$ cat config.mk
export PLATFORM = sky130hd
export DESIGN_NAME = status_id_regs
export DESIGN_NICKNAME = d
export VERILOG_FILES = /design/src/include/status_id_pkg.sv /design/src/include/latch_if.sv /design/src/logic/status_latches.sv /design/src/logic/status_id_regs.sv
export SDC_FILE = /design/constraint.sdc
export NUM_CORES = 1
export LEC_CHECK = 0
export BUFFER_PORTS_ARGS = -buffer_cell sky130_fd_sc_hd__buf_2
export CAP_MARGIN = 10
export CORE_AREA = 3 3 40 42
export DETAILED_ROUTE_END_ITERATION = 10
export DIE_AREA = 0 0 43 45
export HOLD_SLACK_MARGIN = 0.1
export PLACE_DENSITY = 0.72
export RECOVER_POWER = 25
export SETUP_SLACK_MARGIN = 0.4
export SYNTH_ARGS = -nofsm -noshare
export SYNTH_HDL_FRONTEND = slang
export SYNTH_SLANG_ARGS = --single-unit
$ cat constraint.sdc
create_clock -name sys_clk -period 1.5 [get_ports sys_clk]
set_clock_uncertainty 0.1 [all_clocks]
set_input_delay 0.075 -clock sys_clk [delete_from_list [all_inputs] [get_ports sys_clk]]
set_output_delay 0.075 -clock sys_clk [all_outputs]
set_load 0.01 [all_outputs]
$ cat src/include/status_id_pkg.sv
// Constants and types for the status and identifier register bank
package status_id_pkg;
   // ***************************************************************
   // Register map
   // ***************************************************************
   localparam logic [4:0] basic_status_addr = 5'h01;
   localparam logic [4:0] identifier_high_addr = 5'h02;
   localparam logic [4:0] identifier_low_addr = 5'h03;
   // ***************************************************************
   // Field positions of the basic status register
   // ***************************************************************
   localparam int ext_cap_pos = 0;
   localparam int jabber_pos = 1;
   localparam int link_pos = 2;
   localparam int rfault_pos = 4;
   // Fixed capability bits 15:11 and 3 (5'b01111 and 1)
   localparam logic [4:0] speed_caps_val = 5'h0f;
   localparam logic aneg_ability_val = 1'b1;
   localparam logic ext_cap_val = 1'b1;
   // ***************************************************************
   // Identifier field positions
   // ***************************************************************
   localparam int org_lo_msb = 15;
   localparam int org_lo_lsb = 10;
   localparam int model_msb = 9;
   localparam int model_lsb = 4;
   localparam int rev_msb = 3;
   // Reset values of the latched bits
   localparam logic link_rst = 1'b0;
   localparam logic jabber_rst = 1'b0;
   localparam logic rfault_rst = 1'b0;
   typedef logic [15:0] reg16_t;
endpackage : status_id_pkg

$ cat src/include/latch_if.sv
// Interface carrying raw conditions and read strobe to the latch bank
`timescale 1ns/1ns
interface latch_if;
   logic link_ok; // Current link valid
   logic jabber; // Jabber condition seen
   logic rfault; // Partner remote fault
   logic clear; // Status register read this cycle
   logic link_l; // Latched link bit
   logic jabber_l; // Latched jabber bit
   logic rfault_l; // Latched remote fault bit
   modport bank (input link_ok, jabber, rfault, clear, output link_l, jabber_l, rfault_l);
   modport user (output link_ok, jabber, rfault, clear, input link_l, jabber_l, rfault_l);
endinterface : latch_if

$ cat src/logic/status_latches.sv
// Latch-low link bit and latch-high jabber and remote fault bits
`timescale 1ns/1ns
module status_latches (
   input wire logic sys_clk,
   input wire logic nrst,
   input wire logic clk_en,
   latch_if.bank lif
);
   import status_id_pkg::*;
   // ***************************************************************
   // Latches
   // ***************************************************************
   // Link: a failure wins over the read clear, so a drop is never missed
   always_ff @(posedge sys_clk or negedge nrst) begin
      if (!nrst) begin
         lif.link_l <= link_rst;
      end else if (clk_en) begin
         if (!lif.link_ok) begin
            lif.link_l <= 1'b0;
         end else if (lif.clear || lif.link_l) begin
            lif.link_l <= 1'b1;
         end else begin
            lif.link_l <= 1'b0;
         end
      end
   end
   // Jabber: set wins over clear
   always_ff @(posedge sys_clk or negedge nrst) begin
      if (!nrst) begin
         lif.jabber_l <= jabber_rst;
      end else if (clk_en) begin
         if (lif.jabber) begin
            lif.jabber_l <= 1'b1;
         end else if (lif.clear) begin
            lif.jabber_l <= 1'b0;
         end
      end
   end
   // Remote fault: set wins over clear
   always_ff @(posedge sys_clk or negedge nrst) begin
      if (!nrst) begin
         lif.rfault_l <= rfault_rst;
      end else if (clk_en) begin
         if (lif.rfault) begin
            lif.rfault_l <= 1'b1;
         end else if (lif.clear) begin
            lif.rfault_l <= 1'b0;
         end
      end
   end
   // ***************************************************************
   // Checks
   // ***************************************************************
   a_link_drop_held: assert property (@(posedge sys_clk) disable iff (!nrst)
      (clk_en && !lif.link_ok) |=> !lif.link_l)
      else $error("link bit not cleared by failure");
   a_link_stays_low: assert property (@(posedge sys_clk) disable iff (!nrst)
      (clk_en && !lif.link_l && !lif.clear) |=> !lif.link_l)
      else $error("link bit rose without a read");
   a_jabber_sticky: assert property (@(posedge sys_clk) disable iff (!nrst)
      (clk_en && lif.jabber) |=> lif.jabber_l)
      else $error("jabber not latched");
   a_jabber_hold: assert property (@(posedge sys_clk) disable iff (!nrst)
      (clk_en && lif.jabber_l && !lif.clear) |=> lif.jabber_l)
      else $error("jabber dropped without read");
   a_rfault_latch: assert property (@(posedge sys_clk) disable iff (!nrst)
      (clk_en && (lif.rfault || (lif.rfault_l && !lif.clear))) |=> lif.rfault_l)
      else $error("remote fault not held");
   a_read_rearm: assert property (@(posedge sys_clk) disable iff (!nrst)
      (clk_en && lif.clear && lif.link_ok && !lif.jabber) |=> (lif.link_l && !lif.jabber_l))
      else $error("latches not rearmed by read");
   // Clock enable low holds the jabber latch even with jabber present
   a_jabber_frozen: assert property (@(posedge sys_clk) disable iff (!nrst)
      (!clk_en) |=> $stable(lif.jabber_l))
      else $error("jabber latch moved while frozen");
endmodule : status_latches

$ cat src/logic/status_id_regs.sv
// Read-only status and identifier register bank, management clock domain
`timescale 1ns/1ns
module status_id_regs #(
   parameter logic [21:0] org_id = 22'h000000, // Org id bits 3..24; arbitrary value
   parameter logic [5:0] model_number = 6'h00, // Arbitrary value
   parameter logic [3:0] model_revision = 4'h0, // Arbitrary value
   parameter bit id_zero = 1'b0 // Return all-zero identifier
) (
   input wire logic sys_clk,
   input wire logic nrst,
   input wire logic clk_en,
   input wire logic [4:0] reg_addr,
   input wire logic reg_rd,
   input wire logic reg_wr,
   input wire logic [15:0] reg_wdata,
   input wire logic link_ok,
   input wire logic jabber,
   input wire logic speed_10,
   input wire logic partner_rfault,
   output status_id_pkg::reg16_t reg_rdata
);
   import status_id_pkg::*;
   // ***************************************************************
   // Latch bank
   // ***************************************************************
   latch_if lif ();
   reg16_t rdata_d; // Next read data
   logic [15:0] id_high; // High identifier word
   logic [15:0] id_low; // Low identifier word
   // Writes are accepted but nothing here is writable
   logic unused_wr;
   assign unused_wr = reg_wr ^ (^reg_wdata);
   assign lif.link_ok = link_ok;
   // Jabber only counts in 10 Mb/s; at 100 the indication is not meaningful
   assign lif.jabber = jabber & speed_10;
   assign lif.rfault = partner_rfault;
   assign lif.clear = reg_rd && (reg_addr == basic_status_addr);
   status_latches u_latches (
      .sys_clk(sys_clk),
      .nrst(nrst),
      .clk_en(clk_en),
      .lif(lif)
   );
   // ***************************************************************
   // Identifier words
   // ***************************************************************
   // Top two org id bits never stored; high word is org bits 3..18
   assign id_high = id_zero ? 16'h0000 : org_id[21:6];
   assign id_low = id_zero ? 16'h0000 : {org_id[5:0], model_number, model_revision};
   // ***************************************************************
   // Read mux
   // ***************************************************************
   always_comb begin
      rdata_d = 16'h0000;
      case (reg_addr)
         basic_status_addr: begin
            rdata_d[15:11] = speed_caps_val;
            rdata_d[3] = aneg_ability_val;
            rdata_d[rfault_pos] = lif.rfault_l;
            rdata_d[link_pos] = lif.link_l;
            rdata_d[jabber_pos] = lif.jabber_l;
            rdata_d[ext_cap_pos] = ext_cap_val;
         end
         identifier_high_addr: begin
            rdata_d = id_high;
         end
         identifier_low_addr: begin
            rdata_d = id_low;
         end
         default: begin
            rdata_d = 16'h0000;
         end
      endcase
   end
   // Read data captured on the read strobe, so the value seen is pre-clear
   always_ff @(posedge sys_clk or negedge nrst) begin
      if (!nrst) begin
         reg_rdata <= 16'h0000;
      end else if (clk_en && reg_rd) begin
         reg_rdata <= rdata_d;
      end
   end
   a_ext_cap_one: assert property (@(posedge sys_clk) disable iff (!nrst)
      (clk_en && reg_rd && reg_addr == basic_status_addr) |=> reg_rdata[0])
      else $error("extended capability bit not one");
   a_id_low_map: assert property (@(posedge sys_clk) disable iff (!nrst)
      (clk_en && reg_rd && reg_addr == identifier_low_addr && !id_zero)
      |=> reg_rdata[9:4] == model_number)
      else $error("model number misplaced");
   // Zero identifier option must blank the high identifier word
   a_id_zero_high: assert property (@(posedge sys_clk) disable iff (!nrst)
      (clk_en && reg_rd && reg_addr == identifier_high_addr && id_zero)
      |=> reg_rdata == 16'h0000)
      else $error("identifier not zero");
   // High word carries org id bits 3..18 in order
   a_id_high_map: assert property (@(posedge sys_clk) disable iff (!nrst)
      (clk_en && reg_rd && reg_addr == identifier_high_addr && !id_zero)
      |=> reg_rdata == org_id[21:6])
      else $error("high identifier misplaced");
   // A low enable freezes the read data even under a read strobe
   a_rdata_frozen: assert property (@(posedge sys_clk) disable iff (!nrst)
      (!clk_en) |=> $stable(reg_rdata))
      else $error("read data moved while frozen");
endmodule : status_id_regs

==> results of run 1 <==
-- layer usage --
metal / vias up / part of all wire [%]
met5: - / 0
met4: 0 / 0
met3: 0 / 18
met2: 27 / 46
met1: 147 / 36
li1: 154 / -
-- worst max-delay path: stages --
cell and delay [ps]:
dlygate4sd3_1 530, buf_2 120, and3_1 180, a22o_2 210
-- cell usage in the layout, fill, tap and decap left out --
cell           instances
buf_2                 17
dlygate4sd3_1          9
conb_1                 7
dfrtp_1                7
clkbuf_1               5
a22o_2                 4
nand2_1                3
clkbuf_4               3
and2_2                 1
nor4_2                 1
and3_1                 1
inv_1                  1
a2bb2oi_2              1
nand3_1                1
a32o_1                 1
-- cell type report --
type,instances,area (sq um)
repair buffers,30,190.2
well taps,15,18.77
flip-flops and latches,7,175.2
clock buffers,4,26.28
fillers,120,737.0
inverters,1,3.754
multi-input cells,20,133.9
-- kinds of logic after synthesis --
kind of cell,Yosys count,share of synthesized area (%)
AND/OR/NAND/NOR,7,11.47
AO/OA/AOI/OAI,6,17.05
other,1,0.9827
flip-flops,7,45.90
buffers and inverters,13,24.59
-- power by group through the flow --
| stage | Combinational (mW) | Clock (mW) | Sequential (mW) |
|---|---|---|---|
| detailed placement | 0.0484 | 0 | 0.201 |
| global placement | 0.0473 | 0 | 0.200 |
| floorplan | 0.0378 | 0 | 0.201 |
| CTS | 0.0666 | 0.177 | 0.198 |
| finish | 0.0660 | 0.169 | 0.197 |
| global route | 0.0735 | 0.187 | 0.198 |
-- per-stage QoR --
stage                     cells  total power, mW  setup slack (ps)  hold WS [ps]
after global routing         77           0.4581             387.6         67.22
after global placement       64           0.2478             412.8        -191.4
after floorplan              40           0.2391             580.6        -320.6
final                        77           0.4322             410.8         68.02
after detailed placement     64           0.2490             383.4        -186.5
after CTS                    77           0.4415             418.6         65.69
-- flip-flops by register name, summed over array words and instances (netlist names) --
| name | cells |
|---|---|
| u_latches.lif.rfault_l | 1 |
| u_latches.lif.jabber_l | 1 |
| reg_rdata | 4 |
| u_latches.lif.link_l | 1 |
-- worst paths after layout --
check,depth (start not counted),to,from
worst min-delay path,4,reg_rdata[13],reg_addr[1]
min in group asynchronous,3,reg_rdata[13],nrst
worst min register to register,1,reg_rdata[4],u_latches.lif.rfault_l
worst max-delay path,4,reg_rdata[2],reg_addr[0]
max in group asynchronous,3,u_latches.lif.link_l,nrst
worst max register to register,1,reg_rdata[2],reg_rdata[2]
-- repair_timing --
item / in CTS / in global routing
endpoints found under the hold margin: 11 / 1
resized for setup: 0 / 1
endpoints found under the setup margin: 0 / 2
==> flow_metrics.py, run 1 <==
metrics = {
    "run_status": {
        "status": "finished clean",
    },
    "global_route": {
        "use_met1_pct": 7.444,
        "met2_usage_pct": 17.07,
        "grt_start_max_net_pins": 8,
        "grt_antenna_before_repair": 0,
        "grt-ovfl-total": 0,
        "grt_use_total_pct": 9.251,
        "grt-busiest-layer": "met2",
        "grt_pass1_vias": 330,
        "grt_pass1_wl_um": 1255,
        "grt.met3_usage_pct": 7.968,
    },
    "place": {
        "placed_area_sq_um": 437.9,
        "hpwlAfterDp_um": 539.8,
        "portBuffers": 21,
        "gp_congestion": 0.7563,
    },
    "drt": {
        "vias": 328,
        "drt_iter0_drc": 2,
        "routed_via_density": 4.260,
        "drc_errors": 0,
        "finalWirelength_um": 779,
        "ant_nets": 0,
        "avgRoutedWirePerCell_um": 10.12,
        "first_pass_iters": 4,
    },
    "finish": {
        "utilization_pct": 42.65,
        "antennaDiodeCount": 0,
        "fin_area_sq_um": 548.0,
        "drive_above_1_share_pct": 43.55,
        "final_nets": 93,
        "syn2layout_area_growth_pct": 43.61,
    },
    "clock_network": {
        "worstSkewPairLatency_ps": 250,
        "path_clk_slew_ps": 50,
        "cts.sinks": 7,
        "cts-htree-levels": 1,
        "numCtsBuffers": 3,
        "cts_tree": "yes",
        "cts_setup_buffers": 0,
        "clockRootBuffer": "clkbuf_4",
        "hold_buffers": 9,
        "clock_path_buffers": 2,
    },
    "critical_path": {
        "required_ps": 1540,
        "cp-start-kind": "input pin",
        "reg2reg_setup_slack_ps": 680,
        "cp_max_fo": 4,
        "path_class": "in2reg",
        "critPathCaptureType": "flop",
        "cp.arrival_ps": 1130,
    },
    "pwr": {
        "clockPowerShare_pct": 39.0,
        "switching_share_pct": 23.41,
        "pwr-share-seq_pct": 45.7,
        "irDropWorstVdd_uv": 472.7,
        "p_sw_uw": 101.2,
        "pwr-share-comb_pct": 15.3,
        "p_int_uw": 331.0,
        "cellLeakagePower_nw": 0.2957,
        "p_per_area_mw_per_mm2": 788.6,
    },
    "sta": {
        "fin_crit_ps": 1089,
        "slew_viol_final": 0,
        "hold_viol": 0,
        "setup-violations-final": 0,
        "post-route-period-util_pct": 72.61,
        "tns_ps": 0,
        "rsz0062_at_grt": "no",
        "max_freq_ghz": 0.9181,
    },
    "yosys": {
        "netlist_area_sq_um": 381.6,
        "synth_top_flop_cell": "dfrtp_1",
        "ys_ff_latch": 7,
        "ys_seq_area_share_pct": 45.90,
        "yosysTopAreaCell": "dfrtp_1",
        "ys_types": 12,
        "synth_edf_count": 0,
        "synth-async-reset-ratio_pct": 100.0,
        "syn_area_per_cell_sq_um": 11.22,
        "synth_common_cells": "buf_4, dfrtp_1, a22o_2",
        "synthCells": 34,
        "yosysMostFrequentCell": "buf_4",
        "yosys-top-cells-area": "dfrtp_1, buf_4, a22o_2",
        "yosysWarningCount": 0,
        "synth_top_area_share_pct": 45.90,
    },
    "die": {
        "die-area_sq_mm": 0.001935,
        "initial_core_util_pct": 29.70,
        "rows": 13,
        "fp.dieH_um": 45,
        "die_w_um": 43,
        "ios": 46,
        "core_sq_mm": 0.001285,
    },
    "min_path": {
        "hold_class": "in2reg",
    },
    "job": {
        "max_cap_viol_count": 0,
    },
}
No activity file was read; power rests on OpenSTA's default activity.
==> run 2: changes to the inputs <==
Clock period 1.5 ns to 1.1 ns, I/O delays scaled along.
==> run 2 against run 1 <==
Effect of this change:
- the run now ends with negative hold slack left
- combinational power grew 26%
- sequential cell count stayed put
- power is 35% higher
- worst setup slack got worse by 280 ps
- final cell count fell by 7.8%
- global-route usage shrank 1.5 points
- sequential share of layout area increased by 2.0 points
- clock power rose by 36%
- critical path type is now reg2out
- critical endpoint is now reg_rdata[3]
- largest cell class is now registers
- largest power group unchanged
==> flow_metrics.py, run 2 (same netlist as run 1, synthesis figures left out) <==
metrics = {
    "die": {
        "die-area_sq_mm": 0.001935,
        "rows": 13,
        "core_sq_mm": 0.001285,
        "fp.dieH_um": 45,
        "ios": 46,
        "die_w_um": 43,
        "initial_core_util_pct": 29.70,
    },
    "sta": {
        "slew_viol_final": 0,
        "setup-violations-final": 0,
        "tns_ps": 0,
        "post-route-period-util_pct": 88.40,
        "rsz0062_at_grt": "yes",
        "hold_slack_ps": -57.69,
        "fin_crit_ps": 972.4,
        "max_freq_ghz": 1.028,
        "setup_ws_ps": 127.6,
        "hold_viol": 4,
    },
    "run_status": {
        "violations": "negative hold slack",
        "status": "complete, but fails checks",
    },
    "finish": {
        "drive_above_1_share_pct": 62.50,
        "layout_commonest_cell": "buf_2",
        "antennaDiodeCount": 0,
        "final_cell_mix": "buf_2, conb_1, dfrtp_1",
        "top_register": "reg_rdata",
        "syn2layout_area_growth_pct": 36.07,
        "largest_reg_flops": 4,
        "final_nets": 87,
    },
    "clock_network": {
        "path_clk_slew_ps": 50,
        "clock_path_buffers": 2,
        "cts_tree": "yes",
        "clockRootBuffer": "clkbuf_4",
        "numCtsBuffers": 3,
        "hold_buffers": 1,
        "worstSkewPairLatency_ps": 250,
        "cts-htree-levels": 1,
        "cts.sinks": 7,
    },
    "global_route": {
        "grt_pass1_vias": 265,
        "grt.met3_usage_pct": 2.789,
        "grt_pass1_wl_um": 1055,
        "grt-ovfl-total": 0,
        "use_met1_pct": 8.416,
        "met2_usage_pct": 12.57,
        "grt_use_total_pct": 7.731,
        "grt_start_max_net_pins": 8,
        "grt-busiest-layer": "met2",
        "grt_antenna_before_repair": 0,
    },
    "critical_path": {
        "crit_chain": "buf_2",
        "critPathCaptureType": "output pin",
        "cp_max_fo": 7,
        "cpMaxStageDelayCell": "dfrtp_2",
        "critPathMaxStageDelay_ps": 430,
        "cp.arrival_ps": 820,
        "critPathBufInv": 1,
        "cp-start-kind": "flop",
        "critical-path-top-delay-family": "flip-flops",
        "path_class": "reg2out",
        "required_ps": 940,
    },
    "drt": {
        "avgRoutedWirePerCell_um": 10.69,
        "vias": 297,
        "drc_errors": 0,
        "routed_via_density": 4.183,
        "finalWirelength_um": 759,
        "drt_iter0_drc": 3,
        "first_pass_iters": 2,
        "ant_nets": 0,
    },
    "place": {
        "portBuffers": 21,
        "post-place-ws_ps": 49.98,
        "gp_congestion": 0.6951,
    },
    "pwr": {
        "irDropWorstVdd_uv": 499.3,
        "total_power_uw": 582.6,
        "cellLeakagePower_nw": 0.2878,
        "p_per_area_mw_per_mm2": 1122,
    },
    "min_path": {
        "hold_class": "in2reg",
    },
    "job": {
        "max_cap_viol_count": 0,
    },
}
==> run 2: cell count changes in the layout (fill, tap and decap cells not counted), sizes merged <==
cell	delta
dlygate4sd3	-8
clkbuf	-3
buf	+5
==> run 2: final timing paths <==
check                                   start                      to  slack (ps)  depth (start not counted)
worst max-delay path            reg_rdata[13]            reg_rdata[3]         130                          1
worst min-delay path                  link_ok    u_latches.lif.link_l         -60                          3
worst max register to register  reg_rdata[13]           reg_rdata[13]         230                          3
worst min register to register   reg_rdata[4]            reg_rdata[4]         400                          1
max in group asynchronous                nrst           reg_rdata[13]         470                          2
min in group asynchronous                nrst  u_latches.lif.jabber_l         140                          2
==> run 2: per-layer routing <==
| layer | share of wire (%) | vias to the layer above | wire length [um] |
|---|---|---|---|
| li1 | - | 146 | - |
| met1 | 39 | 130 | 297 |
| met2 | 47 | 21 | 354 |
| met3 | 14 | 0 | 107 |
| met4 | 0 | 0 | 0 |
| met5 | 0 | - | 0 |
==> run 2: tightest hold or removal path, cell delays in order <==
cell       delay (ps)
buf_2              90
inv_1              50
a2bb2oi_2          50
==> run 2: cell type report <==
type                    instances  area (sq um)
clock buffers                   4         26.28
flip-flops and latches          7         176.4
fillers                       128         765.7
inverters                       1         3.754
well taps                      15         18.77
multi-input cells              20         152.6
repair buffers                 24         141.4
==> run 2: timing repair <==
| action | in CTS | in global routing |
|---|---|---|
| setup buffers | 1 | 0 |
| gates resized for setup | 2 | 3 |
| endpoints found under the hold margin | 11 | 11 |
| endpoints found under the setup margin | 16 | 16 |
| pin swaps | 5 | 3 |
==> run 2: through the flow <==
stage          area [sq um]  util [%]  cells  hold WS (ps)
6_report              519.2     40.41     71        -57.69
5_1_grt               519.2     40.41     71        -66.73
4_1_cts               509.2     39.63     71        -63.23
3_5_place_dp          455.4     35.44     65        -205.8
3_3_place_gp          455.4     35.44     65        -211.3
2_1_floorplan         432.9         -     40        -340.6
==> run 2: power breakdown <==
| group | leakage [nW] | switching [mW] | internal, mW | total, mW |
|---|---|---|---|---|
| sequential | 0.0858 | 0.00471 | 0.265 | 0.269 |
| combinational | 0.187 | 0.0437 | 0.0395 | 0.0832 |
| clock | 0.0150 | 0.0917 | 0.138 | 0.230 |
| total | 0.288 | 0.140 | 0.443 | 0.583 |
==> run 3: changes to the inputs <==
Clock period 1.1 ns to 1.2 ns, I/O delays scaled along.
==> run 3 against run 2 <==
Effect of this change:
- the run still ends with negative hold slack left
- via count is 1.0% lower
- critical endpoint is now reg_rdata[13]
- largest cell class unchanged
- cell area is 0.72% lower
- sequential power is 8.2% lower
- die area unchanged
- register-to-register slack better by 130 ps
==> flow_metrics.py, run 3 (same netlist as run 1, synthesis figures left out) <==
metrics = {
    "run_status": {
        "status": "complete, but fails checks",
        "violations": "negative hold slack",
    },
    "drt": {
        "avgRoutedWirePerCell_um": 9.282,
        "first_pass_iters": 2,
        "routed_via_density": 4.141,
        "vias": 294,
        "drc_errors": 0,
        "ant_nets": 0,
        "drt_iter0_drc": 1,
        "finalWirelength_um": 659,
    },
    "min_path": {
        "hold_end": "u_latches.lif.link_l",
        "hold_class": "in2reg",
        "hold_depth": 2,
        "min_from": "clk_en",
    },
    "place": {
        "portBuffers": 21,
        "post-place-ws_ps": 135.3,
        "gp_congestion": 0.7335,
        "hpwlAfterDp_um": 551.2,
    },
    "clock_network": {
        "cts-htree-levels": 1,
        "numCtsBuffers": 3,
        "worstSkewPairLatency_ps": 250,
        "path_clk_slew_ps": 50,
        "cts.sinks": 7,
        "clock_path_buffers": 2,
        "cts_tree": "yes",
        "clockRootBuffer": "clkbuf_4",
        "hold_buffers": 1,
    },
    "critical_path": {
        "reg2reg_setup_slack_ps": 360,
        "reg2reg_from": "reg_rdata[13]",
        "cp_max_fo": 7,
        "r2r_end": "reg_rdata[13]",
        "worst-path-stages": 1,
        "critPathBufInv": 1,
        "r2r_cells": 3,
        "critPathCaptureType": "output pin",
        "critPathMaxStageDelay_ps": 430,
        "critical-path-top-delay-family": "flip-flops",
        "cpMaxStageDelayCell": "dfrtp_2",
        "crit_chain": "buf_2",
        "path_class": "reg2out",
        "cp-start-kind": "flop",
        "required_ps": 1040,
        "cp.arrival_ps": 830,
    },
    "sta": {
        "fin_crit_ps": 986.0,
        "slew_viol_final": 0,
        "tns_ps": 0,
        "hold_slack_ps": -69.77,
        "hold_viol": 3,
        "setup-violations-final": 0,
        "max_freq_ghz": 1.014,
        "setup_ws_ps": 214.0,
        "post-route-period-util_pct": 82.17,
        "rsz0062_at_grt": "yes",
    },
    "global_route": {
        "grt_start_max_net_pins": 8,
        "grt_use_total_pct": 7.997,
        "grt_pass1_wl_um": 1028,
        "grt_pass1_vias": 238,
        "grt_antenna_before_repair": 0,
        "grt-ovfl-total": 0,
    },
    "die": {
        "fp.dieH_um": 45,
        "ios": 46,
        "rows": 13,
        "core_sq_mm": 0.001285,
        "die-area_sq_mm": 0.001935,
        "die_w_um": 43,
        "initial_core_util_pct": 29.70,
    },
    "pwr": {
        "p_per_area_mw_per_mm2": 1021,
        "irDropWorstVdd_uv": 508.5,
        "cellLeakagePower_nw": 0.2864,
    },
    "finish": {
        "final_cell_mix": "buf_2, conb_1, dfrtp_1",
        "syn2layout_area_growth_pct": 35.08,
        "drive_above_1_share_pct": 64.29,
        "largest_reg_flops": 4,
        "layout_commonest_cell": "buf_2",
        "final_nets": 87,
        "antennaDiodeCount": 0,
        "top_register": "reg_rdata",
    },
    "job": {
        "max_cap_viol_count": 0,
    },
}
==> run 3: metrics by stage <==
| step | util (%) | cells | total power, mW | area [sq um] | hold slack [ps] |
|---|---|---|---|---|---|
| CTS | 38.56 | 70 | 0.5355 | 495.5 | -80.66 |
| detailed placement | 34.76 | 64 | 0.3149 | 446.7 | -202.9 |
| global route | 40.12 | 71 | 0.5688 | 515.5 | -80.15 |
| floorplan | - | 40 | 0.2998 | 412.9 | -335.6 |
| global placement | 34.76 | 64 | 0.3132 | 446.7 | -205.7 |
| finish | 40.12 | 71 | 0.5262 | 515.5 | -69.77 |
==> run 3: worst max path at each step <==
stage                                   to          start  slack, ps
floorplan           u_latches.lif.rfault_l    reg_addr[4]        330
global placement    u_latches.lif.jabber_l    reg_addr[4]        140
detailed placement  u_latches.lif.rfault_l    reg_addr[4]        140
CTS                          reg_rdata[13]  reg_rdata[13]        200
global route                 reg_rdata[13]  reg_rdata[13]        160
finish                       reg_rdata[13]  reg_rdata[13]        210
==> run 3: what timing repair did <==
item,in CTS,in global routing
setup endpoints to repair,13,15
resized for setup,1,4
buffers inserted,1,1
pin swaps,2,3
endpoints found under the hold margin,11,11
==> run 3: layout make-up <==
class / instances / area (sq um)
Clock buffer: 4 / 26.28
Fill cell: 128 / 769.5
Inverter: 1 / 3.754
Multi-Input combinational cell: 20 / 151.4
Sequential cell: 7 / 176.4
Tap cell: 15 / 18.77
Timing Repair Buffer: 24 / 138.9
==> run 3: layer usage <==
layer | routed length [um] | up-vias | global-route usage, %
met5 | 0 | - | 0
li1 | - | 144 | -
met1 | 264 | 125 | 9.453
met2 | 264 | 25 | 9.281
met3 | 129 | 0 | 7.968
met4 | 0 | 0 | 3.614
==> run 3: report_power, final <==
part           leakage (nW)  internal, mW  switching [mW]
Sequential           0.0858         0.243         0.00437
Combinational         0.186        0.0318          0.0386
Clock                0.0150         0.127          0.0820
Total                 0.286         0.401           0.125
